--- src/design/pwm_timer_pkg.sv ---
// Constants, register map and carrier types for the dual PWM timer block.
// Assumes a 250 MHz system clock and a 32-bit Avalon-MM register port.
//
// Overview of operation
// - First timer counts on 16, 8, 4 or 2 MHz, or 32 kHz by default.
// - Divide-by-ten option slows only the interrupt-period counter.
// - Run bit starts timer: interrupt, load both counters, then decrement.
// - Phase counter reaching zero toggles phase and reloads from other shadow.
// - Primary output high in high phase; secondary output always its inverse.
// - Clock-output mode puts timer clock divided by two on high phase.
// - Period counter waits at zero for low-phase end, then interrupt and reload all.
// - New reload values reach shadows only at end of a full period.
// - An interrupt is also raised at start-up.
// - Disabled timer holds all state in reset except the software registers.
// - Reads return live period counter and live phase counter.
// - Freeze bit halts both counters until cleared through its reset register.
// - Counters and registers are 16 bits and reset to zero.
// - Second timer uses the 16 MHz base divided by 1, 2, 4 or 8 while enabled.
// - Shared 14-bit period counter counts down; at zero sets outputs and reloads.
// - Duty counter starts at zero; each output drops when it equals its duty.
// - Duty counter held in reset while the period value is zero.
// - With radio pause on, radio activity freezes duty counter and forces outputs low.
// - Clearing auto pause disables the radio-driven freeze.
// - Three outputs share both counters, each with its own duty value.

package pwm_timer_pkg;

    // ------------------------------------------------------------
    // Register byte addresses
    // ------------------------------------------------------------
    localparam logic [5:0] ADDR_HIGH_RELOAD = 6'h00;
    localparam logic [5:0] ADDR_LOW_RELOAD = 6'h04;
    localparam logic [5:0] ADDR_PERIOD_RELOAD = 6'h08;
    localparam logic [5:0] ADDR_FIRST_CTRL = 6'h0C;
    localparam logic [5:0] ADDR_CLOCK_CTRL = 6'h10;
    localparam logic [5:0] ADDR_FREEZE_SET = 6'h14;
    localparam logic [5:0] ADDR_FREEZE_CLR = 6'h18;
    localparam logic [5:0] ADDR_TRIPLE_CTRL = 6'h1C;
    localparam logic [5:0] ADDR_TRIPLE_PERIOD = 6'h20;
    localparam logic [5:0] ADDR_DUTY0 = 6'h24;
    localparam logic [5:0] ADDR_DUTY1 = 6'h28;
    localparam logic [5:0] ADDR_DUTY2 = 6'h2C;

    // ------------------------------------------------------------
    // Field positions
    // ------------------------------------------------------------
    // first_timer_control
    localparam int CTRL_RUN_BIT = 0;
    localparam int CTRL_FAST_SEL_BIT = 1;
    localparam int CTRL_DIV10_BIT = 2;
    localparam int CTRL_CLKOUT_BIT = 3;
    // clock control: gate bit and 2-bit divider
    localparam int CLK_GATE_BIT = 0;
    localparam int CLK_DIV_LSB = 1;
    // freeze set/clear
    localparam int FREEZE_BIT = 0;
    // triple_out_control
    localparam int TRIPLE_EN_BIT = 0;
    localparam int TRIPLE_HW_PAUSE_BIT = 1;
    localparam int TRIPLE_SW_PAUSE_BIT = 2;

    // ------------------------------------------------------------
    // Widths, reset values, timing
    // ------------------------------------------------------------
    localparam int FIRST_W = 16;
    localparam int TRIPLE_W = 14;
    localparam int NUM_TRIPLE = 3;
    localparam logic [15:0] RESET_VALUE = 16'h0000;
    localparam logic [3:0] PERIOD_DIVIDE = 4'h9;          // Divide by ten: counts 0..9
    localparam int SYS_CLK_HZ = 250_000_000;
    localparam int FAST_BASE_HZ = 16_000_000;
    localparam int SLOW_HZ = 32_768;
    localparam logic [4:0] FAST_TICK_CYCLES = 5'(SYS_CLK_HZ / FAST_BASE_HZ);
    localparam logic [12:0] SLOW_TICK_CYCLES = 13'(SYS_CLK_HZ / SLOW_HZ);

    // ------------------------------------------------------------
    // Carrier types
    // ------------------------------------------------------------
    typedef struct packed {
        logic [5:0] address;
        logic read;
        logic write;
        logic [31:0] writedata;
    } avmm_req_t;

    typedef struct packed {
        logic [31:0] readdata;
        logic waitrequest;
    } avmm_rsp_t;

    typedef struct packed {
        logic primary_pwm_out;
        logic inverted_pwm_out;
        logic first_timer_interrupt;
        logic [NUM_TRIPLE-1:0] triple_output_n;
    } pwm_outs_t;

endpackage : pwm_timer_pkg

--- src/design/tick_divider.sv ---
// Tick generator: one-cycle pulse every limit+1 ticks of an incoming strobe.
// Assumes the strobe and reset belong to the system clock domain.
`timescale 1ns/1ns
`default_nettype none

module tick_divider #(
    parameter int W = 13
) (
    // Clock and reset
    input wire logic sys_clk,
    input wire logic rst_b,
    // Control
    input wire logic clear,
    input wire logic strobe_in,
    input wire logic [W-1:0] limit,
    // Result
    output logic tick_out
);
    typedef struct packed {
        logic [W-1:0] count;
        logic tick;
    } div_state_t;

    div_state_t state_q;
    div_state_t state_d;

    // Count strobes; wrap at the limit and emit one pulse
    always_comb
    begin
        state_d = state_q;
        state_d.tick = 1'b0;
        if (clear)
        begin
            state_d.count = '0;
        end
        else if (strobe_in)
        begin
            if (state_q.count >= limit)
            begin
                state_d.count = '0;
                state_d.tick = 1'b1;
            end
            else
            begin
                state_d.count = state_q.count + W'(1);
            end
        end
    end

    always_ff @(posedge sys_clk or negedge rst_b)
    begin
        if (!rst_b)
        begin
            state_q <= '0;
        end
        else
        begin
            state_q <= state_d;
        end
    end

    assign tick_out = state_q.tick;

endmodule : tick_divider
`default_nettype wire

--- src/design/dual_pwm_timer_block.sv ---
// Dual PWM timer: a 16-bit two-phase PWM timer with periodic interrupt and a
// 14-bit triple PWM generator, programmed over Avalon-MM.
// Assumes radio activity inputs arrive asynchronously from another block.
`timescale 1ns/1ns
`default_nettype none

module dual_pwm_timer_block (
    // Clock and reset
    input wire logic sys_clk,
    input wire logic rst_b,
    // Register bus
    input wire pwm_timer_pkg::avmm_req_t bus_req,
    output pwm_timer_pkg::avmm_rsp_t bus_rsp,
    // Radio activity
    input wire logic radio_rx_active,
    input wire logic radio_tx_active,
    // Outputs to loads
    output pwm_timer_pkg::pwm_outs_t pwm_outs
);
    import pwm_timer_pkg::*;

    // ------------------------------------------------------------
    // State
    // ------------------------------------------------------------
    typedef enum logic [1:0] {
        PH_IDLE,
        PH_HIGH,
        PH_LOW
    } phase_t;

    typedef struct packed {
        // Software registers
        logic [15:0] high_phase_reload;
        logic [15:0] low_phase_reload;
        logic [15:0] interrupt_period_reload;
        logic [3:0] first_timer_control;
        logic [2:0] clock_control;
        logic first_timer_freeze;
        logic [2:0] triple_out_control;
        logic [13:0] triple_out_period;
        logic [2:0][13:0] per_output_duty;
        // First timer
        phase_t phase;
        logic [15:0] pwm_phase_counter;
        logic [15:0] period_counter;
        logic [15:0] high_shadow;
        logic [15:0] low_shadow;
        logic clk_half;
        logic irq;
        // Second timer
        logic [13:0] shared_period_counter;
        logic [13:0] shared_duty_counter;
        logic [2:0] triple_q;
        // Bus and synchroniser
        logic ack;
        logic [31:0] rdata;
        logic [2:0] radio_sync;
        logic radio_held;
    } state_t;

    state_t s_q;
    state_t s_d;

    // Decode of a 2-bit divider field: base plus one, times a power of two, minus one
    function automatic logic [12:0] div_limit(input logic [1:0] sel, input logic [12:0] base);
        div_limit = 13'((({9'h000, base} + 22'h1) << sel) - 22'h1);
    endfunction : div_limit

    // ------------------------------------------------------------
    // Tick generation
    // ------------------------------------------------------------
    logic first_run;
    logic fast_sel;
    logic fast_ok;
    logic sys_strobe;
    logic slow_tick;
    logic fast_tick;
    logic timer_tick;
    logic period_tick;
    logic triple_tick;
    logic timer_live;

    assign first_run = s_q.first_timer_control[CTRL_RUN_BIT];
    assign fast_sel = s_q.first_timer_control[CTRL_FAST_SEL_BIT];
    assign fast_ok = s_q.clock_control[CLK_GATE_BIT];
    assign sys_strobe = 1'b1;

    // Slow 32 kHz tick, always running
    tick_divider #(.W(13)) u_slow (
        .sys_clk(sys_clk),
        .rst_b(rst_b),
        .clear(1'b0),
        .strobe_in(sys_strobe),
        .limit(SLOW_TICK_CYCLES - 13'h1),
        .tick_out(slow_tick)
    );

    // Fast tick: 16 MHz base divided by 1, 2, 4 or 8 through the divider field
    tick_divider #(.W(13)) u_fast (
        .sys_clk(sys_clk),
        .rst_b(rst_b),
        .clear(!fast_ok),
        .strobe_in(sys_strobe),
        .limit(div_limit(s_q.clock_control[CLK_DIV_LSB +: 2], 13'(FAST_TICK_CYCLES) - 13'h1)),
        .tick_out(fast_tick)
    );

    // Fast choice needs the gate bit as well; slow is the reset default
    assign timer_tick = fast_sel ? (fast_tick && fast_ok) : slow_tick;
    assign timer_live = timer_tick && first_run && !s_q.first_timer_freeze;

    // Optional divide by ten feeds only the period counter
    tick_divider #(.W(4)) u_div10 (
        .sys_clk(sys_clk),
        .rst_b(rst_b),
        .clear(!first_run),
        .strobe_in(timer_live),
        .limit(PERIOD_DIVIDE),
        .tick_out(period_tick)
    );

    // Second timer shares the fast tick path (16 MHz base divided by 1..8)
    assign triple_tick = fast_tick && fast_ok;

    // ------------------------------------------------------------
    // Next-state logic
    // ------------------------------------------------------------
    logic radio_busy;
    logic period_step;
    logic at_period_end;
    logic triple_en;
    logic pause_now;

    always_comb
    begin
        s_d = s_q;
        s_d.ack = 1'b0;
        s_d.irq = 1'b0;

        // Three-stage radio synchroniser; change counted when stages 2 and 3 agree
        s_d.radio_sync = {s_q.radio_sync[1:0], radio_rx_active || radio_tx_active};
        if (s_q.radio_sync[1] == s_q.radio_sync[2])
        begin
            s_d.radio_held = s_q.radio_sync[2];
        end
        radio_busy = s_q.radio_held;

        // Bus: one-cycle wait then answer, keeps the response registered
        if (bus_req.read || bus_req.write)
        begin
            s_d.ack = !s_q.ack;
            // A write lands only at the edge where waitrequest is seen low
            if (bus_req.write && s_q.ack)
            begin
                case (bus_req.address)
                    ADDR_HIGH_RELOAD: s_d.high_phase_reload = bus_req.writedata[15:0];
                    ADDR_LOW_RELOAD: s_d.low_phase_reload = bus_req.writedata[15:0];
                    ADDR_PERIOD_RELOAD: s_d.interrupt_period_reload = bus_req.writedata[15:0];
                    ADDR_FIRST_CTRL: s_d.first_timer_control = bus_req.writedata[3:0];
                    ADDR_CLOCK_CTRL: s_d.clock_control = bus_req.writedata[2:0];
                    ADDR_FREEZE_SET:
                    begin
                        if (bus_req.writedata[FREEZE_BIT])
                        begin
                            s_d.first_timer_freeze = 1'b1;
                        end
                    end
                    ADDR_FREEZE_CLR:
                    begin
                        if (bus_req.writedata[FREEZE_BIT])
                        begin
                            s_d.first_timer_freeze = 1'b0;
                        end
                    end
                    ADDR_TRIPLE_CTRL: s_d.triple_out_control = bus_req.writedata[2:0];
                    ADDR_TRIPLE_PERIOD: s_d.triple_out_period = bus_req.writedata[13:0];
                    ADDR_DUTY0: s_d.per_output_duty[0] = bus_req.writedata[13:0];
                    ADDR_DUTY1: s_d.per_output_duty[1] = bus_req.writedata[13:0];
                    ADDR_DUTY2: s_d.per_output_duty[2] = bus_req.writedata[13:0];
                    default: ;
                endcase
            end
            else if (bus_req.read && !s_q.ack)
            begin
                // Reload addresses return live counters, not stored values
                case (bus_req.address)
                    ADDR_HIGH_RELOAD: s_d.rdata = {16'h0000, s_q.pwm_phase_counter};
                    ADDR_LOW_RELOAD: s_d.rdata = {16'h0000, s_q.pwm_phase_counter};
                    ADDR_PERIOD_RELOAD: s_d.rdata = {16'h0000, s_q.period_counter};
                    ADDR_FIRST_CTRL: s_d.rdata = {28'h000_0000, s_q.first_timer_control};
                    ADDR_CLOCK_CTRL: s_d.rdata = {29'h0000_0000, s_q.clock_control};
                    ADDR_FREEZE_SET: s_d.rdata = {31'h0000_0000, s_q.first_timer_freeze};
                    ADDR_TRIPLE_CTRL: s_d.rdata = {29'h0000_0000, s_q.triple_out_control};
                    ADDR_TRIPLE_PERIOD: s_d.rdata = {18'h0_0000, s_q.triple_out_period};
                    ADDR_DUTY0: s_d.rdata = {18'h0_0000, s_q.per_output_duty[0]};
                    ADDR_DUTY1: s_d.rdata = {18'h0_0000, s_q.per_output_duty[1]};
                    ADDR_DUTY2: s_d.rdata = {18'h0_0000, s_q.per_output_duty[2]};
                    default: s_d.rdata = 32'h0000_0000;
                endcase
            end
        end

        // First timer; disabled means everything but the software registers is cleared
        period_step = s_q.first_timer_control[CTRL_DIV10_BIT] ? period_tick : timer_live;
        at_period_end = (s_q.phase == PH_LOW) && (s_q.pwm_phase_counter == '0)
            && (s_q.period_counter == '0);
        if (!first_run)
        begin
            s_d.phase = PH_IDLE;
            s_d.pwm_phase_counter = RESET_VALUE;
            s_d.period_counter = RESET_VALUE;
            s_d.high_shadow = RESET_VALUE;
            s_d.low_shadow = RESET_VALUE;
            s_d.clk_half = 1'b0;
        end
        else
        begin
            case (s_q.phase)
                PH_IDLE:
                begin
                    // Counters and output start low, so start-up raises the interrupt
                    if (timer_live)
                    begin
                        s_d.irq = 1'b1;
                        s_d.high_shadow = s_q.high_phase_reload;
                        s_d.low_shadow = s_q.low_phase_reload;
                        s_d.pwm_phase_counter = s_q.high_phase_reload;
                        s_d.period_counter = s_q.interrupt_period_reload;
                        s_d.phase = PH_HIGH;
                    end
                end
                PH_HIGH, PH_LOW:
                begin
                    if (timer_live)
                    begin
                        s_d.clk_half = !s_q.clk_half;
                        if (at_period_end)
                        begin
                            // Full cycle done: pulse interrupt and take new values
                            s_d.irq = 1'b1;
                            s_d.high_shadow = s_q.high_phase_reload;
                            s_d.low_shadow = s_q.low_phase_reload;
                            s_d.pwm_phase_counter = s_q.high_phase_reload;
                            s_d.period_counter = s_q.interrupt_period_reload;
                            s_d.phase = PH_HIGH;
                        end
                        else if (s_q.pwm_phase_counter == '0)
                        begin
                            // Alternate between shadows
                            s_d.phase = (s_q.phase == PH_HIGH) ? PH_LOW : PH_HIGH;
                            s_d.pwm_phase_counter = (s_q.phase == PH_HIGH) ? s_q.low_shadow
                                : s_q.high_shadow;
                        end
                        else
                        begin
                            s_d.pwm_phase_counter = s_q.pwm_phase_counter - 16'h0001;
                        end
                    end
                    // Period counter parks at zero until the low phase ends
                    if (period_step && (s_q.period_counter != '0) && !at_period_end)
                    begin
                        s_d.period_counter = s_q.period_counter - 16'h0001;
                    end
                end
                default: s_d.phase = PH_IDLE;
            endcase
        end

        // Second timer
        triple_en = s_q.triple_out_control[TRIPLE_EN_BIT];
        pause_now = s_q.triple_out_control[TRIPLE_HW_PAUSE_BIT]
            && s_q.triple_out_control[TRIPLE_SW_PAUSE_BIT] && radio_busy;
        if (!triple_en)
        begin
            s_d.shared_period_counter = '0;
            s_d.shared_duty_counter = '0;
            s_d.triple_q = '0;
        end
        else if (triple_tick)
        begin
            if (s_q.shared_period_counter == '0)
            begin
                // Period start: outputs high, both counters restart
                s_d.shared_period_counter = s_q.triple_out_period;
                s_d.shared_duty_counter = '0;
                s_d.triple_q = '1;
            end
            else
            begin
                s_d.shared_period_counter = s_q.shared_period_counter - 14'h0001;
                if (!pause_now)
                begin
                    s_d.shared_duty_counter = s_q.shared_duty_counter + 14'h0001;
                end
            end
            for (int i = 0; i < NUM_TRIPLE; i++)
            begin
                if ((s_q.shared_period_counter != '0) && (s_q.shared_duty_counter == s_q.per_output_duty[i]))
                begin
                    s_d.triple_q[i] = 1'b0;
                end
            end
        end
        if (s_q.triple_out_period == '0)
        begin
            s_d.shared_duty_counter = '0;
        end
    end

    // State register
    always_ff @(posedge sys_clk or negedge rst_b)
    begin
        if (!rst_b)
        begin
            s_q <= '0;
        end
        else
        begin
            s_q <= s_d;
        end
    end

    // ------------------------------------------------------------
    // Outputs
    // ------------------------------------------------------------
    logic high_level;
    logic paused_out;

    // In clock-output mode the high phase carries the halved timer clock
    assign high_level = (s_q.phase == PH_HIGH)
        && (!s_q.first_timer_control[CTRL_CLKOUT_BIT] || s_q.clk_half);
    assign paused_out = s_q.triple_out_control[TRIPLE_HW_PAUSE_BIT]
        && s_q.triple_out_control[TRIPLE_SW_PAUSE_BIT] && s_q.radio_held;

    always_comb
    begin
        pwm_outs.primary_pwm_out = high_level;
        pwm_outs.inverted_pwm_out = !high_level;
        pwm_outs.first_timer_interrupt = s_q.irq;
        pwm_outs.triple_output_n = paused_out ? 3'b000 : s_q.triple_q;
        bus_rsp.readdata = s_q.rdata;
        bus_rsp.waitrequest = (bus_req.read || bus_req.write) && !s_q.ack;
    end

endmodule : dual_pwm_timer_block
`default_nettype wire

--- config.mk ---
export PLATFORM = sky130hd
export DESIGN_NAME = dual_pwm_timer_block
export DESIGN_NICKNAME = d
export VERILOG_FILES = /design/src/design/pwm_timer_pkg.sv /design/src/design/tick_divider.sv /design/src/design/dual_pwm_timer_block.sv
export SDC_FILE = /design/constraint.sdc
export NUM_CORES = 1
export LEC_CHECK = 0
export BUFFER_PORTS_ARGS = -buffer_cell sky130_fd_sc_hd__buf_2
export CORE_MARGIN = 3
export CORE_UTILIZATION = 55
export CTS_CLUSTER_SIZE = 10
export DETAILED_ROUTE_END_ITERATION = 8
export PLACE_DENSITY = 0.73
export SKIP_CTS_REPAIR_TIMING = 1
export SYNTH_ARGS = -nofsm -noshare
export SYNTH_HDL_FRONTEND = slang
export SYNTH_SLANG_ARGS = --single-unit
--- constraint.sdc ---
create_clock -name sys_clk -period 2.85 [get_ports sys_clk]
set_input_delay 0.1425 -clock sys_clk [delete_from_list [all_inputs] [get_ports sys_clk]]
set_output_delay 0.1425 -clock sys_clk [all_outputs]
set_load 0.02 [all_outputs]
==> flow_summary.toml, run 1 <==
[setup_path]
endpoint = "s_q[119]"
slowest_delay_ns = 0.81
cpMostUsedCell = "nor2_1"
worstSetupEndpointType = "flip-flop"
r2r_cells = 5
critical_path_class = "flip-flop to flip-flop"
worst_ep_required_time_ns = 3.23
crit_cells = 5
critPathArrivalTime_ns = 2.89
cp_top_family = "simple AND/OR/NAND/NOR gates"
cpMaxStageDelayCell = "nor2_1"
path_max_fanout = 13
critPathBufInv = 0
cp_cell_sequence = "nand4b_1 -> and2_1 -> nor2_1 -> nor2_1 -> a22oi_1"
startpoint_type = "flip-flop"
timing.rr.start = "fast_ok"
rr_endpoint = "s_q[119]"
crit_start = "fast_ok"
r2r_setup_slack_ns = 0.35

[floorplan]
die_h_um = 168.7
row_count = 58
die_area_um2 = 28460
coreArea_um2 = 25620
initial_utilization_pct = 56.83
io_pins = 83
die_x_um = 168.7

[placed_design]
dp_hpwl_mm = 27.24
place.gp.congestion = 0.9900
placed_area_um2 = 15110
portBuffers = 50
dp_slack_ns = 0.3584

[sta]
fin_setup_tns_ns = 0
fin_ws_ns = 0.3470
rsz0062_at_grt = "false"
fin_skew_ns = 0.008605
finalMaxSlewViolations = 0
finalCritPeriodShare_pct = 87.82
max_freq_mhz = 399.5
relSlewSlack_pct = 31.55
setup_viol = 0
hold_viol_final = 0
min_period_ns = 2.503
worst-slew-pin-transition_ns = 1.023

[synthesis]
synth-edff-count = 0
synthTopCellsByArea = "dfrtp_1 (46%), mux2_2 (9.1%), nand2_1 (3.7%), xnor2_1 (2.9%), nor2_1 (2.7%)"
syn-cell-area_um2 = 14560
synthTopCellsByCount = "dfrtp_1 (268), nand2_1 (144), mux2_2 (117)"
ys_async_sr_fraction_pct = 100.0
ys_seq_elements = 268
synth_top_cell_by_area = "dfrtp_1"
ys_warn_count = 0
synth_top_area_share_pct = 46.07
synth_cell_types = 86
yosysSeqAreaShare_pct = 46.07
syn_inst = 1437
yosys.cell_count.top_type = "dfrtp_1"
avgSynthCellArea_um2 = 10.13
synth-main-ff-cell = "dfrtp_1"

[drt]
wl_per_cell_um = 21.00
vias = 11298
detail_route.first_pass.iterations = 6
drc = 0
routed_wl_mm = 38.13
antenna_left = 0
vias_per_cell = 6.221
drt_iter0_drc = 1149

[grt]
first_global_vias = 11043
grt_usage_pct = 26.80
grt_pass1_wl_mm = 61.49
grt_max_degree = 89
antenna_found_initial = 0
grt-ovfl-total = 0

[clock_network]
cts_tree = "done"
h-tree-depth = 1
ctsRootBufferMaster = "clkbuf_16"
insertion_delay_ns = 0.55
path_clk_slew_ns = 0.06
cts_made_buffers = 31
cts.sinks = 268
cts_buffer_depth = 3

[min_path]
min_path_type = "input pin to flip-flop"

[power_and_ir_drop]
ir_worst_vdd_mv = 0.4216
power.leakage_nw = 7.554
power_density_nw_per_um2 = 549.3

[run_status]
status = "completed"

[final_layout]
area_growth_pct = 10.52
n_fill_cell = 2080
final_nets = 1552
drive_above_1_share_pct = 19.38
post-route-cell-area_um2 = 16090
diodes = 0

[flow_run]
maxCapViolCount = 0
-- power by group --
part | internal (W) | switching (W)
combinational | 0.000480 | 0.000739
clock | 0.00203 | 0.00144
sequential | 0.00397 | 0.000176
-- worst min path at each step --
stage | from | to | slack (ns) | depth (start not counted)
2_1_floorplan | rst_b | bus_rsp[10] | -0.15 | 0
3_3_place_gp | rst_b | u_fast.state_q[10] | 0.22 | 1
3_5_place_dp | rst_b | u_fast.state_q[10] | 0.22 | 1
4_1_cts | rst_b | u_fast.state_q[10] | -0.35 | 1
5_1_grt | bus_req[7] | s_q[171] | 0.002 | 2
6_report | bus_req[7] | s_q[185] | 0.01 | 2
-- routing by layer --
metal  part of all wire [%]  vias up  track usage (%)
li1                       -     5196                -
met1                     44     5557            38.41
met2                     45      456            41.77
met3                    7.4       89            4.134
met4                    3.8        0            9.534
met5                      0        -                0
-- cell type report --
cell class                      count  area (um2)  area share [%]
Sequential cell                   268        6706           41.68
Clock inverter                      1       8.758         0.05444
Multi-Input combinational cell   1036        7178           44.61
Tap cell                          330       412.9           2.566
Timing Repair Buffer              107       805.8           5.008
Inverter                           35       131.4          0.8165
Clock buffer                       39       845.8           5.257
-- cell usage in the layout, fill, tap and decap left out, types with 9 or more instances in the layout --
cell	instances
a21o_1	14
a21oi_1	63
a222oi_1	22
a22oi_1	17
and2_1	10
and3_1	19
buf_2	49
buf_4	38
clkbuf_16	31
conb_1	22
dfrtp_1	268
dlygate4sd3_1	12
ha_1	29
inv_1	35
mux2_2	117
mux2i_1	23
nand2_1	144
nand2b_1	9
nand3_1	40
nand4_1	16
nor2_1	105
nor2b_1	14
nor3_1	32
nor4_1	11
o211ai_1	14
o21ai_0	53
o21ai_1	38
o31ai_1	12
xnor2_1	48
xor2_1	31
-- registers in the layout (all words and copies together) (netlist names), 2 cells and up --
name / cells
s_q: 212
bus_rsp: 16
u_fast.state_q: 13
u_slow.state_q: 13
u_div10.state_q: 4
s_d: 2
-- cells by family after synthesis --
kind of cell	count (synthesis)	share of synthesized area [%]
compound gates	307	14.17
xor+xnor	79	4.753
mux	140	10.63
buf+inv	153	5.303
fa+ha+maj	30	2.561
other cells	2	0.05159
flops	268	46.07
simple gates	458	16.46
-- per-stage QoR --
stage	hold slack (ns)	util, %	cells	power, W
floorplan	-0.1531	-	1457	0.004968
global placement	0.2180	58.98	1764	0.005371
detailed placement	0.2207	58.98	1764	0.005395
CTS	-0.3550	62.32	1804	0.008881
global route	0.001735	62.81	1816	0.009206
finish	0.009983	62.81	1816	0.008837
(Power assumes the default switching activity.)
==> inputs of run 2 (changes only) <==
--- a/config.mk
+++ b/config.mk
@@ -5,6 +5,7 @@
 export SDC_FILE = /design/constraint.sdc
 export NUM_CORES = 1
 export LEC_CHECK = 0
+export ABC_AREA = 1
 export BUFFER_PORTS_ARGS = -buffer_cell sky130_fd_sc_hd__buf_2
 export CORE_MARGIN = 3
 export CORE_UTILIZATION = 55
==> flow_summary.toml, run 2 <==
[run_status]
status = "completed"

[floorplan]
initial_utilization_pct = 56.35
die_x_um = 172.9
row_count = 60
coreArea_um2 = 27180
die_h_um = 172.9
die_area_um2 = 29880
io_pins = 83

[synthesis]
synth-edff-count = 0
synth_cell_types = 52
syn-cell-area_um2 = 15310
synth_top_cell_by_area = "dfrtp_1"
syn_inst = 1998
synth-main-ff-cell = "dfrtp_1"
synth_top_area_share_pct = 43.79
ys_seq_elements = 268
yosysSeqAreaShare_pct = 43.79
yosys.cell_count.top_type = "nand2_1"
avgSynthCellArea_um2 = 7.665
ys_async_sr_fraction_pct = 100.0
ys_warn_count = 0
synthTopCellsByArea = "dfrtp_1 (44%), nand2_1 (14%), o21ai_0 (6.2%), inv_1 (4.6%), nor2_1 (4.1%)"
synthTopCellsByCount = "nand2_1 (574), dfrtp_1 (268), o21ai_0 (191)"

[clock_network]
ctsRootBufferMaster = "clkbuf_16"
insertion_delay_ns = 0.58
cts.sinks = 268
path_clk_slew_ns = 0.06
cts_made_buffers = 31
h-tree-depth = 1
cts_tree = "done"
cts_buffer_depth = 3

[power_and_ir_drop]
power.leakage_nw = 8.187
power_density_nw_per_um2 = 560.0
ir_worst_vdd_mv = 0.5141

[drt]
antenna_left = 0
detail_route.first_pass.iterations = 6
vias = 13522
drc = 0
drt_iter0_drc = 1239
vias_per_cell = 5.608
wl_per_cell_um = 17.77
routed_wl_mm = 42.84

[final_layout]
register_area_um2 = 6706
n_fill_cell = 2494
area_growth_pct = 8.824
diodes = 0
mostFrequentLayoutCell = "nand2_1"
largest_reg_flops = 212
final_nets = 2105
drive_above_1_share_pct = 10.30
final_cell_mix = "nand2_1 (574), dfrtp_1 (268), o21ai_0 (191)"
top_register = "s_q"
multi_input_area_um2 = 7278

[sta]
rsz0062_at_grt = "false"
hold_viol_final = 0
relSlewSlack_pct = 46.71
fin_ws_ns = 0.4234
setup_viol = 0
fin_setup_tns_ns = 0
finalCritPeriodShare_pct = 85.14
finalMaxSlewViolations = 0
fin_skew_ns = 0.01460
max_freq_mhz = 412.1
min_period_ns = 2.427
worst-slew-pin-transition_ns = 0.7994

[setup_path]
cpMostUsedCell = "nand2_1"
worst_ep_required_time_ns = 3.34
path_max_fanout = 64
worstSetupEndpointType = "flip-flop"
slowest_delay_ns = 0.58
cpMaxStageDelayCell = "buf_4"
critical_path_class = "flip-flop to flip-flop"
cp_cell_sequence = "nand2_1 -> nand2_2 -> nand3_4 -> nand2_2 -> nand2_1 -> inv_2 -> o21ai_4 -> buf_4 -> nand2_1 -> o21ai_1"
critPathArrivalTime_ns = 2.91
startpoint_type = "flip-flop"

[placed_design]
portBuffers = 50
dp_slack_ns = 0.4379
place.gp.congestion = 0.9528
dp_hpwl_mm = 30.41

[grt]
grt_pass1_wl_mm = 68.81
grt_usage_pct = 28.31
antenna_found_initial = 1
first_global_vias = 12901
grt-ovfl-total = 0
grt_max_degree = 100

[flow_run]
maxCapViolCount = 0

[min_path]
min_path_type = "input pin to flip-flop"
-- run 2: cell count changes after synthesis, sizes merged, moves of 18 or more --
cell    before  now
nor2       108  185
inv         35  202
o21ai       92  235
and3        19    1
xnor2       48   24
mux2       117    9
a222oi      22    0
o22ai        3   28
nand2      145  586
nand3       42  112
-- run 2: area by class of cell --
cell class,instances,share of cell area (%)
clock inverter,1,0.1201
tap,372,2.793
sequential,268,40.24
multi-input combinational,1443,43.67
timing repair buffer,85,3.514
inverter,203,4.587
clock buffer,39,5.075
-- run 2: critical path: cells and delay by family (launching register included) --
kind | cells | cell delay, ns
simple gates | 6 | 0.97
buf+inv | 2 | 0.68
flops | 1 | 0.45
compound gates | 2 | 0.17
-- run 2: worst paths after layout --
path,from,depth (start not counted),endpoint,slack [ns]
worst max-delay path,fast_ok,10,s_q[86],0.42
worst min-delay path,bus_req[39],3,s_q[195],0.03
worst max register to register,fast_ok,10,s_q[86],0.42
worst min register to register,s_d[2],0,s_d[3],0.37
max in group asynchronous,rst_b,3,s_q[61],1.82
min in group asynchronous,rst_b,2,s_q[81],0.20
-- run 2: logic make-up (layout without fill, tap and decap cells) --
family	Yosys count	count (layout)	synth area share [%]
xor gates and xnor gates	50	50	2.859
adders and majority gates	30	30	2.435
other	2	22	0.04904
muxes	16	16	1.119
DFF	268	268	43.79
and+or+nand+nor	962	962	26.89
AOI/OAI and AO/OA	363	363	13.68
buffers and inverters	307	328	9.175
-- run 2: power breakdown --
part	switching [W]	internal (W)	leakage, nW
Combinational	0.00112	0.000495	4.10
Clock	0.00151	0.00204	0.425
Sequential	0.000185	0.00398	3.66
-- run 2: through the flow --
step	util [%]	hold WS, ns	instance area [um2]	std cells	total power, W
final	61.33	0.03124	16670	2411	0.009333
after global routing	61.33	0.05605	16670	2411	0.009772
after CTS	60.96	-0.3555	16570	2401	0.009353
after detailed placement	57.77	0.2373	15700	2361	0.005804
after global placement	57.77	0.2426	15700	2361	0.005767
after floorplan	-	-0.1531	15390	2018	0.005359
-- run 2: routing by layer --
metal / GRT usage [%] / part of all wire [%]
met5: 0 / 0
met4: 12.77 / 5.1
met3: 3.689 / 6.2
met2: 46.42 / 47
met1: 37.78 / 42
==> inputs of run 3 (changes only) <==
--- a/config.mk
+++ b/config.mk
@@ -8,10 +8,9 @@
 export ABC_AREA = 1
 export BUFFER_PORTS_ARGS = -buffer_cell sky130_fd_sc_hd__buf_2
 export CORE_MARGIN = 3
-export CORE_UTILIZATION = 55
+export CORE_UTILIZATION = 38
 export CTS_CLUSTER_SIZE = 10
 export DETAILED_ROUTE_END_ITERATION = 8
-export PLACE_DENSITY = 0.73
 export SKIP_CTS_REPAIR_TIMING = 1
 export SYNTH_ARGS = -nofsm -noshare
 export SYNTH_HDL_FRONTEND = slang
==> flow_summary.toml, run 3 (synthesis results as in run 2) <==
[run_status]
status = "finished, violations left"
failed_checks = "negative hold slack"

[floorplan]
io_pins = 83
row_count = 72
die_area_um2 = 42750
die_h_um = 206.8
initial_utilization_pct = 39.08
coreArea_um2 = 39190
die_x_um = 206.8

[setup_path]
critical_path_class = "flip-flop to flip-flop"
critPathArrivalTime_ns = 2.83
startpoint_type = "flip-flop"
worst_ep_required_time_ns = 3.23
path_max_fanout = 64
worstSetupEndpointType = "flip-flop"

[clock_network]
cts_buffer_depth = 3
path_clk_slew_ns = 0.06
cts_tree = "done"
cts_made_buffers = 34
cts.sinks = 268
ctsRootBufferMaster = "clkbuf_16"
insertion_delay_ns = 0.52
h-tree-depth = 2

[grt]
antenna_found_initial = 2
grt-ovfl-total = 0
grt_usage_pct = 21.55
first_global_vias = 12860
grt_pass1_wl_mm = 72.12
grt_max_degree = 82

[final_layout]
diodes = 0
drive_above_1_share_pct = 10.75
instances_no_fill = 2565
final_nets = 2108
area_growth_pct = 10.95
final_cell_mix = "nand2_1 (574), dfrtp_1 (268), o21ai_0 (191)"
n_fill_cell = 4017
mostFrequentLayoutCell = "nand2_1"
top_register = "s_q"
largest_reg_flops = 212

[power_and_ir_drop]
ir_worst_vdd_mv = 0.3812
power_density_nw_per_um2 = 578.8
power.leakage_nw = 8.265

[sta]
hold_ws_ns = -0.008628
min_period_ns = 2.449
max_freq_mhz = 408.3
worst-slew-pin-transition_ns = 0.7939
finalCritPeriodShare_pct = 85.93
fin_setup_tns_ns = 0
rsz0062_at_grt = "false"
relSlewSlack_pct = 46.88
fin_skew_ns = 0.008850
hold_viol_final = 1
finalMaxSlewViolations = 0
setup_viol = 0

[drt]
antenna_left = 0
vias_per_cell = 5.241
routed_wl_mm = 45.81
detail_route.first_pass.iterations = 5
wl_per_cell_um = 17.86
drc = 0
vias = 13444
drt_iter0_drc = 1032

[placed_design]
dp_hpwl_mm = 32.45
portBuffers = 50
placedCellCount = 2508
place.gp.congestion = 0.9206

[min_path]
min_path_type = "input pin to flip-flop"

[flow_run]
maxCapViolCount = 0
-- run 3: final cells by class --
| cell class | instances | area (um2) | share of cell area [%] |
|---|---|---|---|
| repair buffers | 85 | 583.1 | 3.432 |
| multi-input cells | 1443 | 7278 | 42.84 |
| well taps | 518 | 648.1 | 3.814 |
| inverters | 203 | 764.5 | 4.499 |
| clock inverters | 2 | 13.76 | 0.08100 |
| clock buffers | 46 | 997.2 | 5.869 |
| flip-flops and latches | 268 | 6706 | 39.47 |
-- run 3: final timing paths --
path	startpoint	to	slack, ns	depth (start not counted)
max	s_q[102]	s_q[92]	0.40	10
min	bus_req[15]	s_q[250]	-0.009	3
max reg2reg	s_q[102]	s_q[92]	0.40	10
min reg2reg	s_d[2]	s_d[3]	0.36	0
max in group asynchronous	rst_b	s_q[65]	1.80	3
min in group asynchronous	rst_b	s_q[78]	0.22	2
-- run 3: critical path, cell delays in order, from the launching register on --
cell and delay [ns]:
dfrtp_1 0.39, inv_1 0.16, ha_1 0.28, nand3_4 0.13, nor2_4 0.19, nand4_1 0.19, nor2_4 0.28, o21ai_4 0.07
buf_4 0.33, nand2_1 0.17, o21ai_2 0.06
-- run 3: per-stage QoR --
| stage | hold WS, ns | power, W | utilization (%) | setup slack, ns | area [um2] |
|---|---|---|---|---|---|
| after global placement | 0.2014 | 0.005816 | 40.55 | 0.4803 | 15890 |
| after CTS | -0.3512 | 0.009917 | 43.13 | 0.3986 | 16900 |
| after floorplan | -0.1531 | 0.005359 | - | 1.038 | 15390 |
| after global routing | 0.04213 | 0.01033 | 43.36 | 0.2354 | 16990 |
| after detailed placement | 0.2006 | 0.005839 | 40.55 | 0.3993 | 15890 |
| final | -0.008628 | 0.009835 | 43.36 | 0.4009 | 16990 |
-- run 3: metal layers --
metal / vias to the layer above / part of all wire (%) / GRT usage (%)
li1: 6486 / - / -
met1: 6490 / 44 / 29.36
met2: 385 / 48 / 36.29
met3: 83 / 5.2 / 2.791
met4: 0 / 2.5 / 6.044
met5: - / 0 / 0
-- run 3: power by group --
part	internal, W	switching [W]	leakage [nW]
logic	0.000502	0.00113	4.10
clock network	0.00241	0.00163	0.501
registers	0.00398	0.000185	3.66
